===== src/aps_pkg.sv =====
// package for the atx power switch sequencer: masks, timing, types
package aps_pkg;
   localparam int CLK_HZ = 40000000;
   // function mask bit positions
   localparam int FN_AUTO_POL = 0;
   localparam int FN_RST_INV = 1;
   localparam int FN_PWR_INV = 2;
   localparam int FN_BLANK = 4;
   localparam int FN_KEY_RST = 5;
   localparam int FN_KEY_ON = 6;
   localparam int FN_KEY_OFF = 7;
   localparam logic [7:0] FN_MASK_RESET = 8'h00;
   localparam logic [7:0] PULSE_LEN_RESET = 8'h00;
   localparam logic [7:0] PULSE_HOLD = 8'hFF;
   // times in milliseconds and derived cycle counts
   localparam int HOLD_LONG_MS = 4000;
   localparam int HOLD_SHORT_MS = 250;
   localparam int PULSE_DEF_MS = 1000;
   localparam int EXTRA_MS = 5000;
   localparam int TICK_DIV = 32;
   localparam int HOLD_LONG_CYC = HOLD_LONG_MS * (CLK_HZ / 1000);
   localparam int HOLD_SHORT_CYC = HOLD_SHORT_MS * (CLK_HZ / 1000);
   localparam int PULSE_DEF_CYC = PULSE_DEF_MS * (CLK_HZ / 1000);
   localparam int EXTRA_CYC = EXTRA_MS * (CLK_HZ / 1000);
   localparam int TICK_CYC = CLK_HZ / TICK_DIV;
   // display messages
   typedef enum logic [2:0]
   {
      MSG_BOOT = 3'h0,
      MSG_RESET = 3'h1,
      MSG_PWR_ON = 3'h2,
      MSG_PWR_OFF = 3'h3
   } aps_msg_e;
   typedef enum logic [5:0]
   {
      ST_IDLE = 6'h01,
      ST_RST_PULSE = 6'h02,
      ST_ON_PULSE = 6'h04,
      ST_OFF_PULSE = 6'h08,
      ST_OFF_EXTRA = 6'h10,
      ST_SELF_RST = 6'h20
   } aps_state_e;
   // open-drain style pin pair
   typedef struct packed
   {
      logic o;
      logic oe_n;
   } aps_pin_s;
endpackage


===== src/aps_switch_ctrl.sv =====
// keypad driven atx power and reset switch sequencer
// Behaviour
// reset and power outputs float whenever no pulse is asserted
// pulse drives polarity-selected level, ends by releasing to float
// each keypad/display function acts only when its mask bit set
// confirm held 4 s with host on pulses reset for 1 s
// reset message during pulse, then self reset to boot display
// commands ignored from pulse end until self reset completes
// confirm 0.25 s with host off pulses power, then self reset
// cancel held 4 s with host on pulses power for set length
// cancel still held extends drive up to 5 s, power-off message
// blank display and backlight while host off, when enabled
// host sets sense pin drive mode 011, user function off
// host sets power and reset pins drive mode 010
// function mask and pin setup belong to persistent boot state
// mask bit 0 auto polarity, bit 1 reset high, bit 2 power high
// pulse length in 1/32 s; 255 holds until host power changes
// host power rising while off restarts device as from power-up
// releasing a key before its hold time cancels the action
`timescale 1ns/1ps
module aps_switch_ctrl
   import aps_pkg::*;
#(
   parameter int HOLD_LONG = HOLD_LONG_CYC,
   parameter int HOLD_SHORT = HOLD_SHORT_CYC,
   parameter int PULSE_DEF = PULSE_DEF_CYC,
   parameter int EXTRA = EXTRA_CYC,
   parameter int TICK = TICK_CYC
)
(
   input wire logic core_clk,
   input wire logic reset,
   input wire logic host_power_sense,
   input wire logic key_confirm,
   input wire logic key_cancel,
   input wire logic [7:0] fn_mask,
   input wire logic [7:0] pulse_len,
   input wire logic cmd_valid,
   output logic cmd_accept,
   output logic rst_pin_o,
   output logic rst_pin_oe_n,
   output logic pwr_pin_o,
   output logic pwr_pin_oe_n,
   output logic rst_pin_in_unused,
   output aps_msg_e msg,
   output logic blank_display_when_host_down,
   output logic self_restart
);
   aps_state_e state_r, state_nxt;
   logic [31:0] key_cnt_r, pulse_cnt_r, tick_cnt_r;
   logic [7:0] tick_num_r;
   logic sense_d_r, sense_at_start_r;
   logic rst_drive_r, pwr_drive_r, rst_lvl_r, pwr_lvl_r;
   aps_msg_e msg_r;
   logic restart_r;

   // function enables from the stored boot mask; see
   wire en_rst = fn_mask[FN_KEY_RST];
   wire en_on = fn_mask[FN_KEY_ON];
   wire en_off = fn_mask[FN_KEY_OFF];
   wire en_blank = fn_mask[FN_BLANK];
   wire key_any = key_confirm | key_cancel;
   wire go_rst = en_rst & host_power_sense & key_confirm
      & (key_cnt_r >= 32'(HOLD_LONG - 1));
   wire go_on = en_on & ~host_power_sense & key_confirm
      & (key_cnt_r >= 32'(HOLD_SHORT - 1));
   wire go_off = en_off & host_power_sense & key_cancel & ~key_confirm
      & (key_cnt_r >= 32'(HOLD_LONG - 1));
   wire hold_mode = (pulse_len == PULSE_HOLD);
   wire use_def = (pulse_len == 8'h00);
   wire tick_end = (tick_cnt_r == 32'(TICK - 1));
   wire len_done = use_def ? (pulse_cnt_r >= 32'(PULSE_DEF - 1))
      : (tick_end && tick_num_r == pulse_len - 8'h01);
   wire sense_changed = host_power_sense != sense_at_start_r;
   wire pwr_done = hold_mode ? sense_changed : len_done;
   wire rst_done = pulse_cnt_r >= 32'(PULSE_DEF - 1);
   wire extra_done = pulse_cnt_r >= 32'(EXTRA - 1);
   // polarity: auto and default both drive low, invert bits drive high only while auto is clear
   wire rst_level = fn_mask[FN_RST_INV] & ~fn_mask[FN_AUTO_POL];
   wire pwr_level = fn_mask[FN_PWR_INV] & ~fn_mask[FN_AUTO_POL];
   wire sense_rise = host_power_sense & ~sense_d_r;

   // next state
   always_comb
   begin
      state_nxt = state_r;
      case (state_r)
         ST_IDLE:
         begin
            if (go_rst)
               state_nxt = ST_RST_PULSE;
            else if (go_on)
               state_nxt = ST_ON_PULSE;
            else if (go_off)
               state_nxt = ST_OFF_PULSE;
            else if (sense_rise)
               state_nxt = ST_SELF_RST;
         end
         ST_RST_PULSE:
            if (rst_done)
               state_nxt = ST_SELF_RST;
         ST_ON_PULSE:
            if (pwr_done)
               state_nxt = ST_SELF_RST;
         ST_OFF_PULSE:
            if (pwr_done)
               state_nxt = key_cancel ? ST_OFF_EXTRA : ST_IDLE;
         ST_OFF_EXTRA:
            if (!key_cancel || extra_done)
               state_nxt = ST_IDLE;
         ST_SELF_RST:
            state_nxt = ST_IDLE;
         default:
            state_nxt = ST_IDLE;
      endcase
   end

   // state and hold counter; releasing both keys restarts the key timer
   always_ff @(posedge core_clk)
   begin
      if (reset)
      begin
         state_r <= ST_IDLE;
         key_cnt_r <= 32'h0;
         sense_d_r <= host_power_sense; // no false rise after reset
      end
      else
      begin
         state_r <= state_nxt;
         sense_d_r <= host_power_sense;
         if (state_r != ST_IDLE || !key_any)
            key_cnt_r <= 32'h0;
         else
            key_cnt_r <= key_cnt_r + 32'h1;
      end
   end

   // pulse timers, reset on every state change
   always_ff @(posedge core_clk)
   begin
      if (reset || state_nxt != state_r)
      begin
         pulse_cnt_r <= 32'h0;
         tick_cnt_r <= 32'h0;
         tick_num_r <= 8'h00;
      end
      else
      begin
         pulse_cnt_r <= pulse_cnt_r + 32'h1;
         tick_cnt_r <= tick_end ? 32'h0 : tick_cnt_r + 32'h1;
         if (tick_end)
            tick_num_r <= tick_num_r + 8'h01;
      end
   end

   // pin drive, message and restart, all registered
   always_ff @(posedge core_clk)
   begin
      if (reset)
      begin
         rst_drive_r <= 1'b0;
         pwr_drive_r <= 1'b0;
         rst_lvl_r <= 1'b0;
         pwr_lvl_r <= 1'b0;
         msg_r <= MSG_BOOT;
         restart_r <= 1'b0;
         sense_at_start_r <= 1'b0;
      end
      else
      begin
         rst_drive_r <= state_nxt == ST_RST_PULSE;
         pwr_drive_r <= state_nxt == ST_ON_PULSE
            || state_nxt == ST_OFF_PULSE
            || state_nxt == ST_OFF_EXTRA;
         rst_lvl_r <= rst_level;
         pwr_lvl_r <= pwr_level;
         restart_r <= state_nxt == ST_SELF_RST;
         if (state_r == ST_IDLE)
            sense_at_start_r <= host_power_sense;
         case (state_nxt)
            ST_RST_PULSE: msg_r <= MSG_RESET;
            ST_ON_PULSE: msg_r <= MSG_PWR_ON;
            ST_OFF_PULSE, ST_OFF_EXTRA: msg_r <= MSG_PWR_OFF;
            ST_SELF_RST: msg_r <= MSG_BOOT;
            default: msg_r <= msg_r;
         endcase
      end
   end

   // output pins: released means enable high and level don't care
   assign rst_pin_o = rst_lvl_r;
   assign rst_pin_oe_n = ~rst_drive_r;
   assign pwr_pin_o = pwr_lvl_r;
   assign pwr_pin_oe_n = ~pwr_drive_r;
   assign rst_pin_in_unused = 1'b0;
   assign msg = msg_r;
   assign self_restart = restart_r;
   // commands only taken while idle; busy sequences lock them out
   assign cmd_accept = cmd_valid & (state_r == ST_IDLE);
   assign blank_display_when_host_down = en_blank & ~host_power_sense;

   // checks
   property p_float;
      @(posedge core_clk) disable iff (reset)
      (state_r == ST_IDLE) |-> (rst_pin_oe_n && pwr_pin_oe_n);
   endproperty
   a_float: assert property (p_float) else $error("pin driven idle");
   property p_rst_go;
      @(posedge core_clk) disable iff (reset)
      (state_r == ST_IDLE && go_rst) |=> (!rst_pin_oe_n && msg == MSG_RESET);
   endproperty
   a_rst_go: assert property (p_rst_go) else $error("reset not pulsed");
   property p_mask;
      @(posedge core_clk) disable iff (reset)
      (state_r == ST_IDLE && !en_rst && !en_on && !en_off)
         |=> (pwr_pin_oe_n && rst_pin_oe_n);
   endproperty
   a_mask: assert property (p_mask) else $error("disabled fn acted");
   property p_cmd;
      @(posedge core_clk) disable iff (reset)
      (state_r == ST_SELF_RST) |-> !cmd_accept;
   endproperty
   a_cmd: assert property (p_cmd) else $error("cmd taken busy");
   property p_blank;
      @(posedge core_clk) disable iff (reset)
      (en_blank && !host_power_sense) |-> blank_display_when_host_down;
   endproperty
   a_blank: assert property (p_blank) else $error("display not blank");
   property p_release;
      @(posedge core_clk) disable iff (reset)
      (state_r == ST_IDLE && !key_any) |=> (key_cnt_r == 32'h0);
   endproperty
   a_release: assert property (p_release) else $error("hold not cleared");
   property p_rst_end;
      @(posedge core_clk) disable iff (reset)
      (state_r == ST_RST_PULSE && rst_done) |=>
         (rst_pin_oe_n && self_restart && msg == MSG_BOOT)
         ##1 !self_restart;
   endproperty
   a_rst_end: assert property (p_rst_end) else $error("reset not released");
   property p_off_msg;
      @(posedge core_clk) disable iff (reset)
      (state_r == ST_OFF_EXTRA) |-> (msg == MSG_PWR_OFF && !pwr_pin_oe_n);
   endproperty
   a_off_msg: assert property (p_off_msg) else $error("off msg lost");
   property p_extra_max;
      @(posedge core_clk) disable iff (reset)
      (state_r == ST_OFF_EXTRA) |-> (pulse_cnt_r < 32'(EXTRA));
   endproperty
   a_extra_max: assert property (p_extra_max) else $error("extra too long");
   c_rst: cover property (@(posedge core_clk) state_r == ST_RST_PULSE);
   c_on: cover property (@(posedge core_clk) state_r == ST_ON_PULSE);
   c_extra: cover property (@(posedge core_clk) state_r == ST_OFF_EXTRA);
endmodule


===== config.mk =====
export PLATFORM = sky130hd
export DESIGN_NAME = aps_switch_ctrl
export DESIGN_NICKNAME = d
export VERILOG_FILES = /design/src/aps_pkg.sv /design/src/aps_switch_ctrl.sv
export SDC_FILE = /design/constraint.sdc
export NUM_CORES = 1
export LEC_CHECK = 0
export ABC_CLOCK_PERIOD_IN_PS = 3300
export BUFFER_PORTS_ARGS = -buffer_cell sky130_fd_sc_hd__buf_2
export CAP_MARGIN = 30
export CELL_PAD_IN_SITES_DETAIL_PLACEMENT = 1
export CELL_PAD_IN_SITES_GLOBAL_PLACEMENT = 1
export CORE_MARGIN = 5
export CORE_UTILIZATION = 30
export DETAILED_ROUTE_END_ITERATION = 10
export GPL_ROUTABILITY_DRIVEN = 0
export PLACE_DENSITY = 0.55
export SETUP_SLACK_MARGIN = 0.3
export SYNTH_ARGS = -nofsm -noshare
export SYNTH_HDL_FRONTEND = slang
export SYNTH_SLANG_ARGS = --single-unit

===== constraint.sdc =====
create_clock -name core_clk -period 3.3 [get_ports core_clk]
set_input_delay 0.33 -clock core_clk [delete_from_list [all_inputs] [get_ports core_clk]]
set_output_delay 0.33 -clock core_clk [all_outputs]
set_load 0.1 [all_outputs]

After elaboration in Yosys (flattened, before gate mapping)
Cells that the tools add are included.

word-level totals
  register bits = 120
  output and inout port bits = 11
  input port bits = 22
  latch bits = 0
  word-level logic and storage cells = 86
  bits in writable memories = 0
  bits in read-only memories = 0
  memories kept = 0

operators by class
  reductions and logical operators = 13
  magnitude comparators = 4
  div/mod/pow operators = 0
  $mul = 0
  shift-type cells = 0
  equal/unequal tests = 16
  muxes and demuxes = 13
  $add $sub $neg = 5
  bitwise operators = 22

operator list
  cell                                                                      number
  32-bit by 1-bit adder with 32-bit output (second input constant)          3
  32-bit by 28-bit >= comparator with 1-bit output (second input constant)  2
  6-bit 2-to-1 mux                                                          8
  32-bit by 21-bit equality test with 1-bit output (second input constant)  1
  32-bit by 24-bit >= comparator with 1-bit output (second input constant)  1
  32-bit by 26-bit >= comparator with 1-bit output (second input constant)  1
  6-bit one-hot mux with 5 select lines                                     1
  1-bit AND                                                                 15
  6-bit by 2-bit equality test with 1-bit output (second input constant)    2
  6-bit by 3-bit equality test with 1-bit output (second input constant)    2
  6-bit by 4-bit equality test with 1-bit output (second input constant)    2
  6-bit by 5-bit equality test with 1-bit output (second input constant)    2
  3-bit one-hot mux with 4 select lines                                     1
  8-bit by 1-bit adder with 8-bit output (second input constant)            1
  8-bit equality test                                                       1
  8-bit equality test (second input constant)                               1
  8-bit zero test                                                           1
  8-bit by 1-bit subtractor with 8-bit output (second input constant)       1
  6-bit by 1-bit equality test with 1-bit output (second input constant)    1
  6-bit equality test (second input constant)                               1
  6-bit by 1-bit != test with 1-bit output (second input constant)          1
  6-bit != test                                                             1
  1-bit NOT                                                                 6
  2-bit OR reduction                                                        3
  8 further kinds                                                           14

Depth between registers and ports, before layout
  depth after elaboration = 11
  mapped depth = 11
  gate-level depth less buffers = 10

Worst setup path before layout
No wires, ideal clock.

  kind = reg-to-reg
  from = register pulse_cnt_r[20]
  to = register tick_cnt_r[12]
  period minus slack after synthesis = 2.832 ns
  path buffers = 2
  stages on the path, launching flop included = 11
  library setup time = 0.143 ns
  required time = 3.157 ns
  slack = 0.468 ns
  arrival = 2.689 ns
  cell sequence = dfxtp_1 > buf_2 > or4_1 > nor4_1 > a311oi_2 > or4_1 > o311ai_4 > a21oi_2 > mux2i_4 > buf_2 > nor4_2

on the way
  word-level cells in the longest chain between the ends = 8
  elaborated cells on any way between the ends = 13
  classes of those cells = order compare (2); eq/ne (1); mux (7); reduce/logical (3)

ends and longest elaborated chain
  element                                           RTL line                                        text
  from (decl)                                       aps_switch_ctrl.sv:50                           logic [31:0] key_cnt_r, pulse_cnt_r, tick_cnt_r;
  from (signal assigned)                            aps_switch_ctrl.sv:149                          pulse_cnt_r <= pulse_cnt_r + 32'h1;
  32-bit by 26-bit >= comparator with 1-bit output  aps_switch_ctrl.sv:72, aps_switch_ctrl.sv:76
  1-bit 2-to-1 mux                                  aps_switch_ctrl.sv:72                           wire len_done = use_def ? (pulse_cnt_r >= 32'(PULSE_DEF - 1))
  1-bit 2-to-1 mux                                  aps_switch_ctrl.sv:75                           wire pwr_done = hold_mode ? sense_changed : len_done;
  6-bit 2-to-1 mux (on tied branches)               aps_switch_ctrl.sv:106, aps_switch_ctrl.sv:103
  6-bit one-hot mux with 5 select lines *           aps_switch_ctrl.sv:87                           case (state_r)
  6-bit != test *                                   aps_switch_ctrl.sv:141                          if (reset || state_nxt != state_r)
  1-bit logical OR *                                aps_switch_ctrl.sv:141
  2-bit OR reduction (no source line) *             -
  to (signal assigned)                              aps_switch_ctrl.sv:150                          tick_cnt_r <= tick_end ? 32'h0 : tick_cnt_r + 32'h1;
  to (decl)                                         aps_switch_ctrl.sv:50

Mark *: on every way between the ends. The rest lies on a longest branch, timed or not.
A chain may end at the register's enable or synchronous reset.

Worst setup path in the final report
  from = register pulse_cnt_r[23]
  to = register tick_cnt_r[16]

The elaborated chain is that of the path after synthesis.

==> summary.md <==
| Metric | Value |
|---|---|
| Num CTS Buffers | `17` |
| Pin count of the biggest net entering global routing | `28` |
| Slew margin rel. | `roughly half` |
| 1st-pass router iterations | `4` |
| Worst path cell trace | `or4_4 > o311a_4 > a311oi_4 > or4_4 > o311ai_4 > o211ai_1 > nand4_4 > buf_12 > buf_12 > nor4_4` |
| Hold Fails Final Rpt | `0` |
| Vias/cell | `5.09` |
| Clk slew on worst S/H paths | `~50 ps` |
| CP max stage cell | `or4_4` |
| Share of the synthesized area in the top cell type | `38.4%` |
| DRC violations left | `0` |
| Fillers | `roughly 2,400` |
| CP required | `3630 ps` |
| Pwr/cell area | `a little under 500 nW/um^2` |
| Global route overflow | `0` |
| Final Util | `between 30% and 40%` |
| Vias in the first global route | `slightly below 6,000` |
| Clock skew | `8.94 ps` |
| Fmax | `0.335 GHz` |
| Die W | `between 150 and 200 um` |
| Max clock buf depth | `2` |
| Number of placed I/O pins | `33` |
| CTS Sinks | `approximately 120` |
| Max-cap violations | `0` |
| Worst hold path type | `in -> reg` |
| Status | `finished clean` |
| CP startpoint kind | `flip-flop` |
| RSZ-0062 raised after global routing | `yes` |
| Tmin final | `about 3000 ps` |
| Starting Density | `a little under a third` |
| Yosys reg bits | `119` |
| Post-synthesis sequential area ratio | `between 30% and 40%` |
| Post-synth cell types | `between 60 and 70` |
| Worst vdd rail ir drop | `333 uV` |
| Most frequent cells in the layout | `115 x dfxtp_1, 78 x nor2_1, 54 x nand2_1` |
| Clock Latency Late Sink | `about 420 ps` |
| CP Max Fanout | `9` |
| Worst hold margin | `93.7 ps` |
| Worst setup margin | `313 ps` |
| Leakage | `between 2 and 3 nW` |
| CTS root buf | `clkbuf_16` |
| Critical path's top delay family | `simple AND/OR/NAND/NOR gates` |
| Initial antenna violation count | `0` |
| CTS tree | `done` |
| Area contributors post-synth | `dfxtp_1 38%, xnor2_1 7.5%, xor2_1 7.5%` |
| Height of the die | `154 um` |
| WS Path Type | `reg -> reg` |
| Mean Syn Cell Area | `between 8 and 9 sq um` |
| Share of cells above drive strength 1 | `19.1%` |
| Ys async rst share | `0%` |
| Slew Viols, Final | `0` |
| Post-Synthesis Cells | `roughly 730` |
| Slew @ Worst Pin | `around 740 ps` |
| Via count | `around 5,400` |
| GRT Total Usage | `14.5%` |
| Data arrival time of the critical path | `3320 ps` |
| Slowest stage delay, CP | `approximately 540 ps` |
| Cell Area, Synth | `just over 6000 sq um` |
| Warnings from Yosys | `0` |
| Antenna Cells | `0` |
| Most used DFF post-synth | `dfxtp_1` |
| Number of synthesized flops with an enable pin | `0` |
| Final HPWL from detailed placement | `~11,000 um` |
| CTS Hold Bufs | `0` |
| Core area | `between 20,000 and 25,000 sq um` |
| Final period utilization | `90.5%` |
| H-Tree Depth | `4` |
| Post-route ant nets | `0` |
| First-pass GRT wire length | `between 20,000 and 30,000 um` |
| IO buf count | `29` |
| WP buf/inv | `2` |
| Dpl ws | `111 ps` |
| DR WL/cell | `16.2 um` |
| TNS Setup | `0 ps` |
| Most common cell after layout, fill and taps aside | `dfxtp_1` |
| Die area | `23,600 sq um` |
| Setup violators final | `0` |
| Rows | `52` |
| Setup crit end kind | `flip-flop` |
| Final nets | `between 800 and 900` |
| Cell taking the most area after synthesis | `dfxtp_1` |
| DRT iter0 DRCs | `~140` |
| Final wirelength | `17,100 um` |
| Area delta synth->final | `26.6%` |
-- final timing paths --
check,startpoint,endpoint,slack (ps),depth (start not counted)
setup / recovery,pulse_cnt_r[23]$_SDFF_PP0_,tick_cnt_r[16]$_SDFF_PP0_,310,10
hold / removal,fn_mask[0],rst_pin_o$_SDFF_PP0_,90,2
setup reg to reg,pulse_cnt_r[23]$_SDFF_PP0_,tick_cnt_r[16]$_SDFF_PP0_,310,10
hold reg to reg,pulse_cnt_r[0]$_SDFF_PP0_,pulse_cnt_r[0]$_SDFF_PP0_,460,1
-- power breakdown --
part / switching [mW] / leakage, nW / internal, mW / total (mW)
logic: 0.317 / 1.43 / 0.205 / 0.522
clock network: 0.657 / 0.286 / 1.17 / 1.83
registers: 0.0156 / 0.963 / 1.45 / 1.47
total: 0.990 / 2.68 / 2.83 / 3.82
-- layer usage --
metal	GRT usage, %	routed length [um]	share of wire, %
met4	4.88	278	1.6
met1	17.3	7710	45
met3	3.23	349	2.0
met2	25.8	8810	51
met5	0	0	0
-- kinds of logic after synthesis --
logic type,after synthesis,synth area share [%]
simple gates,367,32.0
flops,119,38.4
fa+ha+maj,6,1.21
compound gates,71,8.94
other cells,1,0.0605
buf+inv,55,3.87
xor+xnor,106,15.0
mux,2,0.524
-- final cells by class --
class                   instances  area [sq um]  area share, %
well taps                     270           338           4.30
clock buffers                  21           480           6.12
repair buffers                 66           672           8.55
multi-input cells             554          3800           48.3
inverters                      21          78.8           1.00
clock inverters                 9           100           1.27
flip-flops and latches        119          2390           30.4
-- cells in the mapped netlist, drive strengths merged, types with 11 or more instances --
library cell  number
xor2              53
and3              19
dfxtp            119
nand2             54
nor2              78
nor3b             11
nand3             46
xnor2             53
nand4             28
buf               18
inv               21
o21ai             14
clkbuf            16
nor3              64
a21oi             13
nor4              20
-- flip-flops by register name, indices dropped and copies added, names as in the netlist --
name and count:
key_cnt_r 32, pulse_cnt_r 32, tick_cnt_r 32, tick_num_r 8, state_r 6, msg 2, pwr_drive_r 1, pwr_pin_o 1
rst_drive_r 1, rst_pin_o 1, self_restart 1, sense_at_start_r 1, sense_d_r 1
-- through the flow --
| step | cell area (sq um) | cells | total power [mW] |
|---|---|---|---|
| 2_1_floorplan | 6210 | 728 | 1.75 |
| 3_3_place_gp | 6740 | 1012 | 1.88 |
| 3_5_place_dp | 6770 | 1013 | 1.89 |
| 4_1_cts | 7610 | 1050 | 3.81 |
| 5_1_grt | 7860 | 1060 | 3.98 |
| 6_report | 7860 | 1060 | 3.82 |
-- repair_timing --
item,4_1_cts,5_1_grt
gates resized for setup,27,18
buffers inserted,4,5
pin swaps,7,13
cloned,3,5
endpoints found under the setup margin,72,73
Note: power is estimated with default switching activity, not from simulation.
